<file path="config.mk">
export PLATFORM = sky130hd
export DESIGN_NAME = pbm_port_b_mux
export DESIGN_NICKNAME = d
export VERILOG_FILES = /design/src/shared/pbm_pkg.sv /design/src/hdl/pbm_pin_cell.sv /design/src/hdl/pbm_port_b_mux.sv
export SDC_FILE = /design/constraint.sdc
export NUM_CORES = 1
export LEC_CHECK = 0
export BUFFER_PORTS_ARGS = -buffer_cell sky130_fd_sc_hd__buf_2
export CORE_MARGIN = 3
export CORE_UTILIZATION = 40
export CTS_BUF_LIST = sky130_fd_sc_hd__clkbuf_16
export CTS_CLUSTER_DIAMETER = 100
export CTS_CLUSTER_SIZE = 25
export DETAILED_ROUTE_END_ITERATION = 8
export HOLD_SLACK_MARGIN = 0.05
export PLACE_DENSITY = 0.74
export SETUP_SLACK_MARGIN = 0.5
export SYNTH_ARGS = -nofsm -noshare
export SYNTH_HDL_FRONTEND = slang
export SYNTH_HIERARCHICAL = 1
export SYNTH_SLANG_ARGS = --single-unit
</file>
<file path="constraint.sdc">
create_clock -name clk_i -period 1.4 [get_ports clk_i]
set_input_delay 0.21 -clock clk_i [delete_from_list [all_inputs] [get_ports clk_i]]
set_output_delay 0.21 -clock clk_i [all_outputs]
set_load 0.02 [all_outputs]
</file>
<file path="src/shared/pbm_pkg.sv">
// Constants and carrier types for the port B pin function multiplexer.
// Assumes a single 25 MHz clock domain shared by every user of the package.
`default_nettype none

package pbm_pkg;

    // ------------------------------------------------------------------
    // Widths and register map
    // ------------------------------------------------------------------
    localparam int         ADDR_W         = 3;
    localparam int         DATA_W         = 8;
    localparam logic [2:0] REG_DATA_OUT   = 3'h0;
    localparam logic [2:0] REG_DIRECTION  = 3'h1;
    localparam logic [2:0] REG_PERIPH_EN  = 3'h2;
    localparam logic [2:0] REG_PULLUP_EN  = 3'h3;
    localparam logic [2:0] REG_CLK_OUT_SEL = 3'h4;
    localparam logic [2:0] REG_BUS_CTRL   = 3'h5;
    localparam logic [2:0] REG_PIN_LEVEL  = 3'h6;
    localparam logic [2:0] REG_STARTUP    = 3'h7;

    // ------------------------------------------------------------------
    // Field positions and values after reset
    // ------------------------------------------------------------------
    localparam int         BUS_KEEP_BIT   = 0;
    localparam int         CLK_PIN_LO     = 4;
    localparam logic [7:0] RST_DATA_OUT   = 8'h00;
    localparam logic [7:0] RST_DIRECTION  = 8'h00;
    localparam logic [7:0] RST_PERIPH_EN  = 8'hff;
    localparam logic [7:0] RST_PULLUP_EN  = 8'hff;
    localparam logic [3:0] RST_CLK_OUT_SEL = 4'h0;
    localparam logic       RST_BUS_KEEP   = 1'b0;

    // Cycles after reset release before the synchronised straps are valid.
    localparam logic [1:0] STRAP_WAIT     = 2'h2;

    // ------------------------------------------------------------------
    // Carrier types
    // ------------------------------------------------------------------
    typedef struct packed {
        logic out;
        logic oe;
    } pbm_drive_type;

    typedef struct packed {
        logic external_boot_select;
        logic memory_if_mode_select;
        logic flash_secure;
    } pbm_strap_type;

endpackage

`default_nettype wire

</file>
<file path="src/hdl/pbm_pin_cell.sv">
// One port B pin: chooses between general-purpose, address and clock drive.
// Assumes all inputs come from the same clock domain; the caller registers the result.
`default_nettype none

module pbm_pin_cell #(
    parameter bit HAS_CLK = 1'b0                       // Pin can carry a clock monitor
) (
    input  wire logic               gpio_en_i,         // General-purpose control active
    input  wire logic               dir_out_i,         // Output direction in general-purpose mode
    input  wire logic               data_i,            // Output level in general-purpose mode
    input  wire logic               addr_bit_i,        // External address bit for this pin
    input  wire logic               addr_drive_i,      // Address lines are to be driven
    input  wire logic               clk_sel_i,         // Clock monitor chosen over address
    input  wire logic               clk_bit_i,         // Synchronised monitored clock
    output pbm_pkg::pbm_drive_type  drive_o            // Next pin level and enable
);

    wire use_clk = HAS_CLK && clk_sel_i;

    assign drive_o.out = gpio_en_i ? data_i    : (use_clk ? clk_bit_i : addr_bit_i);
    assign drive_o.oe  = gpio_en_i ? dir_out_i : (use_clk ? 1'b1 : addr_drive_i);

endmodule

`default_nettype wire

</file>
<file path="src/hdl/pbm_port_b_mux.sv">
// Port B pin function multiplexer: general-purpose, upper address and clock monitor.
// Assumes the memory interface logic shares clk_i; pins, straps and monitored
// clocks arrive asynchronously and are synchronised here.
//
// Our own choices: the register offsets and the address-and-strobe port.
`default_nettype none

module pbm_port_b_mux (
    input  wire logic                  clk_i,          // 25 MHz clock
    input  wire logic                  reset_n_i,      // Asynchronous reset, active low
    input  wire logic [2:0]            addr_i,         // Register address
    input  wire logic [7:0]            wdata_i,        // Register write data
    input  wire logic                  wr_i,           // Write strobe
    input  wire logic                  rd_i,           // Read strobe
    output logic      [7:0]            rdata_o,        // Read data, cycle after strobe
    input  wire pbm_pkg::pbm_strap_type strap_i,       // Boot straps from pins
    input  wire logic                  bus_active_i,   // External bus access in progress
    input  wire logic [7:0]            ext_addr_i,     // External address bits 23 to 16
    input  wire logic [3:0]            mon_clk_i,      // Divider input, system, second system, oscillator
    input  wire logic [7:0]            pin_in_i,       // Pin input levels
    output logic      [7:0]            pin_out_o,      // Pin output levels
    output logic      [7:0]            pin_oe_o,       // Pin output enables, high drives
    output logic      [7:0]            pullup_en_o     // Pull-up enables
);

    // ------------------------------------------------------------------
    // Synchronisers
    // ------------------------------------------------------------------
    logic [7:0] pin_meta;
    logic [7:0] pin_sync;
    logic [3:0] clk_meta;
    logic [3:0] clk_sync;
    logic [2:0] strap_meta;
    logic [2:0] strap_sync;

    always_ff @(posedge clk_i or negedge reset_n_i) begin
        if (!reset_n_i) begin
            pin_meta   <= 8'h00;
            pin_sync   <= 8'h00;
            clk_meta   <= 4'h0;
            clk_sync   <= 4'h0;
            strap_meta <= 3'h0;
            strap_sync <= 3'h0;
        end else begin
            pin_meta   <= pin_in_i;
            pin_sync   <= pin_meta;
            clk_meta   <= mon_clk_i;
            clk_sync   <= clk_meta;
            strap_meta <= strap_i;
            strap_sync <= strap_meta;
        end
    end

    // ------------------------------------------------------------------
    // Register decode
    // ------------------------------------------------------------------
    logic [7:0] data_out;
    logic [7:0] direction;
    logic [7:0] periph_en;
    logic [7:0] pullup_en;
    logic [3:0] clk_out_sel;
    logic       bus_keep;
    logic [1:0] strap_cnt;
    logic       strap_done;
    logic       addr_start;

    wire wr_data   = wr_i && (addr_i == pbm_pkg::REG_DATA_OUT);
    wire wr_dir    = wr_i && (addr_i == pbm_pkg::REG_DIRECTION);
    wire wr_periph = wr_i && (addr_i == pbm_pkg::REG_PERIPH_EN);
    wire wr_pullup = wr_i && (addr_i == pbm_pkg::REG_PULLUP_EN);
    wire wr_clksel = wr_i && (addr_i == pbm_pkg::REG_CLK_OUT_SEL);
    wire wr_busctl = wr_i && (addr_i == pbm_pkg::REG_BUS_CTRL);

    // Secured flash keeps the memory-mode strap from exposing the address bus.
    wire pbm_pkg::pbm_strap_type straps = strap_sync;
    wire addr_pick = straps.external_boot_select
                   | (straps.memory_if_mode_select & ~straps.flash_secure);
    wire strap_take = !strap_done && (strap_cnt == pbm_pkg::STRAP_WAIT);

    logic [7:0] next_rdata;
    always_comb begin
        case (addr_i)
            pbm_pkg::REG_DATA_OUT:    next_rdata = data_out;
            pbm_pkg::REG_DIRECTION:   next_rdata = direction;
            pbm_pkg::REG_PERIPH_EN:   next_rdata = periph_en;
            pbm_pkg::REG_PULLUP_EN:   next_rdata = pullup_en;
            pbm_pkg::REG_CLK_OUT_SEL: next_rdata = {clk_out_sel, 4'h0};
            pbm_pkg::REG_BUS_CTRL:    next_rdata = {7'h00, bus_keep};
            pbm_pkg::REG_PIN_LEVEL:   next_rdata = pin_sync;
            pbm_pkg::REG_STARTUP:     next_rdata = {6'h00, addr_start, strap_done};
            default:                  next_rdata = 8'h00;
        endcase
    end

    // ------------------------------------------------------------------
    // Registers
    // ------------------------------------------------------------------
    always_ff @(posedge clk_i or negedge reset_n_i) begin
        if (!reset_n_i) begin
            data_out    <= pbm_pkg::RST_DATA_OUT;
            direction   <= pbm_pkg::RST_DIRECTION;
            pullup_en   <= pbm_pkg::RST_PULLUP_EN;
            clk_out_sel <= pbm_pkg::RST_CLK_OUT_SEL;
            bus_keep    <= pbm_pkg::RST_BUS_KEEP;
            rdata_o     <= 8'h00;
        end else begin
            if (wr_data)   data_out    <= wdata_i;
            if (wr_dir)    direction   <= wdata_i;
            if (wr_pullup) pullup_en   <= wdata_i;
            if (wr_clksel) clk_out_sel <= wdata_i[7:4];
            if (wr_busctl) bus_keep    <= wdata_i[pbm_pkg::BUS_KEEP_BIT];
            rdata_o <= rd_i ? next_rdata : 8'h00;
        end
    end

    // The straps are caught once, after the synchronisers have filled;
    // a software write in that same cycle still wins.
    always_ff @(posedge clk_i or negedge reset_n_i) begin
        if (!reset_n_i) begin
            periph_en  <= pbm_pkg::RST_PERIPH_EN;
            strap_cnt  <= 2'h0;
            strap_done <= 1'b0;
            addr_start <= 1'b0;
        end else begin
            if (!strap_done) strap_cnt <= strap_cnt + 2'h1;
            if (strap_take) begin
                strap_done <= 1'b1;
                addr_start <= addr_pick;
            end
            if (wr_periph) begin
                periph_en <= wdata_i;
            end else if (strap_take) begin
                periph_en[3:0] <= {4{~addr_pick}};
            end
        end
    end

    // ------------------------------------------------------------------
    // Pin cells
    // ------------------------------------------------------------------
    // The keep bit trades idle bus power for defined levels: with it clear,
    // the upper address lines float between external accesses.
    wire       addr_drive = bus_active_i | bus_keep;
    wire [7:0] clk_sel_all = {clk_out_sel, 4'h0};
    wire [7:0] clk_bit_all = {clk_sync, 4'h0};
    pbm_pkg::pbm_drive_type next_drive [8];
    wire [7:0]              next_pin_out;
    wire [7:0]              next_pin_oe;

    for (genvar i = 0; i < 8; i++) begin : g_pin
        pbm_pin_cell #(
            .HAS_CLK (i >= pbm_pkg::CLK_PIN_LO)
        ) u_cell (
            .gpio_en_i    (periph_en[i]),
            .dir_out_i    (direction[i]),
            .data_i       (data_out[i]),
            .addr_bit_i   (ext_addr_i[i]),
            .addr_drive_i (addr_drive),
            .clk_sel_i    (clk_sel_all[i]),
            .clk_bit_i    (clk_bit_all[i]),
            .drive_o      (next_drive[i])
        );

        assign next_pin_out[i] = next_drive[i].out;
        assign next_pin_oe[i]  = next_drive[i].oe;
    end

    // Every pin output is registered, so a function switch never glitches a pin
    // while the select and enable bits settle.
    always_ff @(posedge clk_i or negedge reset_n_i) begin
        if (!reset_n_i) begin
            pin_out_o   <= 8'h00;
            pin_oe_o    <= 8'h00;
            pullup_en_o <= pbm_pkg::RST_PULLUP_EN;
        end else begin
            pin_out_o   <= next_pin_out;
            pin_oe_o    <= next_pin_oe;
            pullup_en_o <= pullup_en;
        end
    end

    wire [7:0] addr_mask = ~periph_en & ~clk_sel_all;
    wire [7:0] clk_mask  = ~periph_en &  clk_sel_all;
endmodule

`default_nettype wire

</file>
# After elaboration in Yosys (flattened, before gate mapping)
# Cells that the tools add are included.
# W data, S select, Z words.
# word_totals
ff_bits,103
latchBits,0
mem_bits_rw,0
romBits,0
in_bits,39
output_inout_bits,32
wordCells,72
mem_count,0
# op_classes
add_sub_neg,1
multipliers,0
n_div,0
magnitude_cmp,0
eq_ne,8
shift,0
muxes,28
bitwise_logic,5
reduce_logical,10
# op_table
op,count
$pmux W8 S8,1
$mux W1,24
$eq A3 B3 Y1 const B,4
$mux W4,2
$mux W8,1
$logic_and A1 B1 Y1,7
$eq A3 B2 Y1 const B,2
$eq A3 B1 Y1 const B,1
$logic_not A3 Y1,1
$add A2 B1 Y2 const B,1
$eq A2 B2 Y1 const B,1
$not A1 Y1,2
$or A1 B1 Y1,2
$reduce_bool A2 Y1,1
$and A1 B1 Y1,1
$logic_not A1 Y1,1

# Logic depth before layout (Yosys ltp)
# depth
depth_word,6
depth_mapped,6
mapped_depth_nobuf,6

# Hierarchy
# The synthesis kept the hierarchy.
# by_module_without_submodules
mod,n_inst,cells_per_inst,area_each_um2,seq_area_each_um2
pbm_port_b_mux,1,254,3659.8,2607.5
pbm_pin_cell at g_pin[4].u_cell ...,4,6,31.3,0.0
pbm_pin_cell at g_pin[0].u_cell ...,4,2,22.5,0.0

# Worst setup path after synthesis
# Ideal clock, no wire load.
# synth_path
path_type,in2reg
start,input port addr_i[2]
end,register data_out[0]
setup_time_ns,0.125
t_arrival_ns,1.171
t_required_ns,1.275
path_slack_ns,0.105
path_stages,3
path_buffers,0
path_cell_list,and2b_2 -> nor3b_4 -> mux2_2
# synth_via
elab_chain_len,2
# synth_lines
item,line_no,text
"start, declared",pbm_port_b_mux.sv:11,"input wire logic [2:0] addr_i,"
$logic_not A3 Y1,pbm_port_b_mux.sv:67,wire wr_data = wr_i && (addr_i == pbm_pkg::REG_DATA_OUT);
$logic_and A1 B1 Y1,pbm_port_b_mux.sv:67,
"end signal, assigned",pbm_port_b_mux.sv:100,data_out <= pbm_pkg::RST_DATA_OUT;
"end signal, assigned",pbm_port_b_mux.sv:107,if (wr_data) data_out <= wdata_i;
"end, declared",pbm_port_b_mux.sv:57,logic [7:0] data_out;
# No other way between the ends.
# A chain may end at the register's enable or synchronous reset.

# Final worst setup path
# layout_path
start,register strap_cnt[0]
end,register periph_en[0]
# layout_via
elab_chain_len,3
# layout_lines
item,line_no,text
"start, declared",pbm_port_b_mux.sv:63,logic [1:0] strap_cnt;
"start signal, assigned",pbm_port_b_mux.sv:125,if (!strap_done) strap_cnt <= strap_cnt + 2'h1;
$eq A2 B2 Y1,pbm_port_b_mux.sv:78,wire strap_take = !strap_done && (strap_cnt == pbm_pkg::STRAP_WAIT);
$logic_and A1 B1 Y1,pbm_port_b_mux.sv:78,
$reduce_bool A2 Y1 (no source line),--,
"end signal, assigned",pbm_port_b_mux.sv:120,periph_en <= pbm_pkg::RST_PERIPH_EN;
"end signal, assigned",pbm_port_b_mux.sv:131,periph_en <= wdata_i;
"end signal, assigned",pbm_port_b_mux.sv:133,periph_en[3:0] <= {4{~addr_pick}};
"end, declared",pbm_port_b_mux.sv:59,logic [7:0] periph_en;
# No other way between the ends.

==> impl_metrics.env <==
export IMPL_clock_sinks=103
export IMPL_finalWirelength_um=9680
export IMPL_clk_pin_slew_ns=0.06
export IMPL_drive_gt1_share_pct=54.6
export IMPL_drt_pass1_iterations=4
export IMPL_wire_per_inst_um=17.5
export IMPL_vias=2758
export IMPL_whs_ns=-0.0721
export IMPL_dp_hpwl_um=5750
export IMPL_ant_nets=0
export IMPL_min_path_type="in -> async"
export IMPL_ff_latch_area_um2=2610
export IMPL_clk_path_buf_depth=2
export IMPL_syn_avg_cell_area_um2=13.6
export IMPL_grt_max_degree=104
export IMPL_netlist_instances=285
export IMPL_drt_initial_drc_count=160
export IMPL_min_period_ns=1.26
export IMPL_port_buffers=70
export IMPL_synth_nets=325
export IMPL_hold_buffers=15
export IMPL_power_mw=8.35
export IMPL_p_leak_nw=2.71
export IMPL_start_util_pct=41.5
export IMPL_finalSetupViolCount=0
export IMPL_crit_slowest_cell="dfrtp_1"
export IMPL_dp_cells=490
export IMPL_fin_cells=554
export IMPL_area_growth_pct=49.6
export IMPL_nets=460
export IMPL_root_buffer="clkbuf_16"
export IMPL_slew_viol_final=0
export IMPL_violations="hold timing"
export IMPL_cp_num_buf_inv=1
export IMPL_viasPerCell=4.98
export IMPL_fin_worst_skew_ns=0.0135
export IMPL_fill_cells=663
export IMPL_fin_ws_ns=0.137
export IMPL_slew_headroom_pct=64.7
export IMPL_antenna_found_initial=0
export IMPL_cts_buffers=9
export IMPL_worstSetupEndpointType="flop"
export IMPL_crit_chain="inv_1 > ha_4 > nand2b_4 > nor3_4 > a21oi_1 > a21oi_1"
export IMPL_cp_required_ns=1.66
export IMPL_path_class="reg -> reg"
export IMPL_vdd_drop_max_mv=0.695
export IMPL_rsz0062_at_grt="yes"
export IMPL_ys_warnings_count=6
export IMPL_cp_top_family="flip-flops"
export IMPL_cp_max_fo=5
export IMPL_maxCapViolCount=0
export IMPL_tritoncts="built"
export IMPL_critPathLaunchType="flop"
export IMPL_rows=35
export IMPL_grt_pass1_wl_um=15000
export IMPL_finish_utilization_pct=62.1
export IMPL_syn_area_um2=3870
export IMPL_fmax_ghz=0.792
export IMPL_hold_violations=79
export IMPL_htree_levels=3
export IMPL_die_area_um2=10900
export IMPL_grt_pass1_vias=2968
export IMPL_antenna_cells=0
export IMPL_slowest_delay_ns=0.37
export IMPL_post_route_period_util_pct=90.2
export IMPL_power_density_nw_per_um2=1440
export IMPL_final_cell_mix="dfrtp_1, buf_6, mux2_4, buf_2, buf_4"
export IMPL_crit_top_cell="a21oi_1"
export IMPL_pin_count=71
export IMPL_grt_usage_pct=17.6
export IMPL_clkLatencyLatePin_ns=0.34
export IMPL_die_h_um=104
export IMPL_layout_commonest_cell="dfrtp_1"
export IMPL_die_x_um=104
export IMPL_dp_slack_ns=-0.0257
export IMPL_multiInputGateArea_um2=1470
export IMPL_status="finished, violations left"
export IMPL_routabilityCongestion=0.785
export IMPL_worst_pin_slew_ns=0.530
export IMPL_core_area_um2=9330
export IMPL_remaining_drc_errors=0
export IMPL_arrival_ns=1.52
export IMPL_grt_overflow=0
-- layout make-up --
cell class	instances	share of cell area (%)
clock buffer	9	3.89
multi-input combinational	161	25.4
timing repair buffer	136	21.3
sequential	103	45.1
inverter	9	0.583
clock inverter	7	0.994
tap	129	2.79
-- worst paths after layout --
kind / startpoint / to / slack (ns) / depth (start not counted)
max in group asynchronous: reset_n_i / pullup_en_o[4] / 1.07 / 2
worst min-delay path: reset_n_i / strap_sync[1] / -0.07 / 2
min in group clk_i: ext_addr_i[0] / pin_out_o[0] / 0.10 / 2
worst max-delay path: strap_cnt[0] / periph_en[0] / 0.14 / 6
worst min register to register: pin_meta[5] / pin_sync[5] / 0.35 / 0
worst max register to register: strap_cnt[0] / periph_en[0] / 0.14 / 6
-- where the power goes --
group	switching (mW)	internal, mW
sequential	0.344	3.57
clock	1.03	1.36
combinational	0.879	1.17
total	2.25	6.10
-- repair_timing --
action | in CTS | in global routing
resized for setup | 108 | 34
endpoints found under the setup margin | 83 | 90
pin swaps | 21 | 12
setup buffers | 26 | 6
endpoints found under the hold margin | 94 | 79
cloned | 0 | 1
-- registers in the layout, summed over array words and instances, names as in the netlist --
signal,cells
strap_sync,3
data_out,8
pin_out_o,8
clk_out_sel,4
clk_meta,4
addr_start,1
pin_sync,8
direction,8
pin_oe_o,8
bus_keep,1
pullup_en_o,8
periph_en,8
pin_meta,8
strap_meta,3
pullup_en,8
rdata_o,8
strap_done,1
strap_cnt,2
clk_sync,4
-- layer usage --
layer	vias up	global-route usage [%]	wire length, um
li1	1260	-	-
met1	1392	22.5	4100
met2	94	30.0	4910
met3	12	3.54	519
met4	0	5.98	150
met5	-	0	0
-- per-stage QoR --
| stage | area, um^2 | setup TNS, ns | hold WS, ns |
|---|---|---|---|
| 6_report | 5790 | 0 | -0.0721 |
| 5_1_grt | 5790 | 0 | -0.0306 |
| 4_1_cts | 5580 | 0 | -0.0452 |
| 3_5_place_dp | 4610 | -0.118 | 0.316 |
| 3_3_place_gp | 4610 | 0 | 0.304 |
| 2_1_floorplan | 4090 | 0 | -0.0856 |
Note: power is estimated with default switching activity, not from simulation.
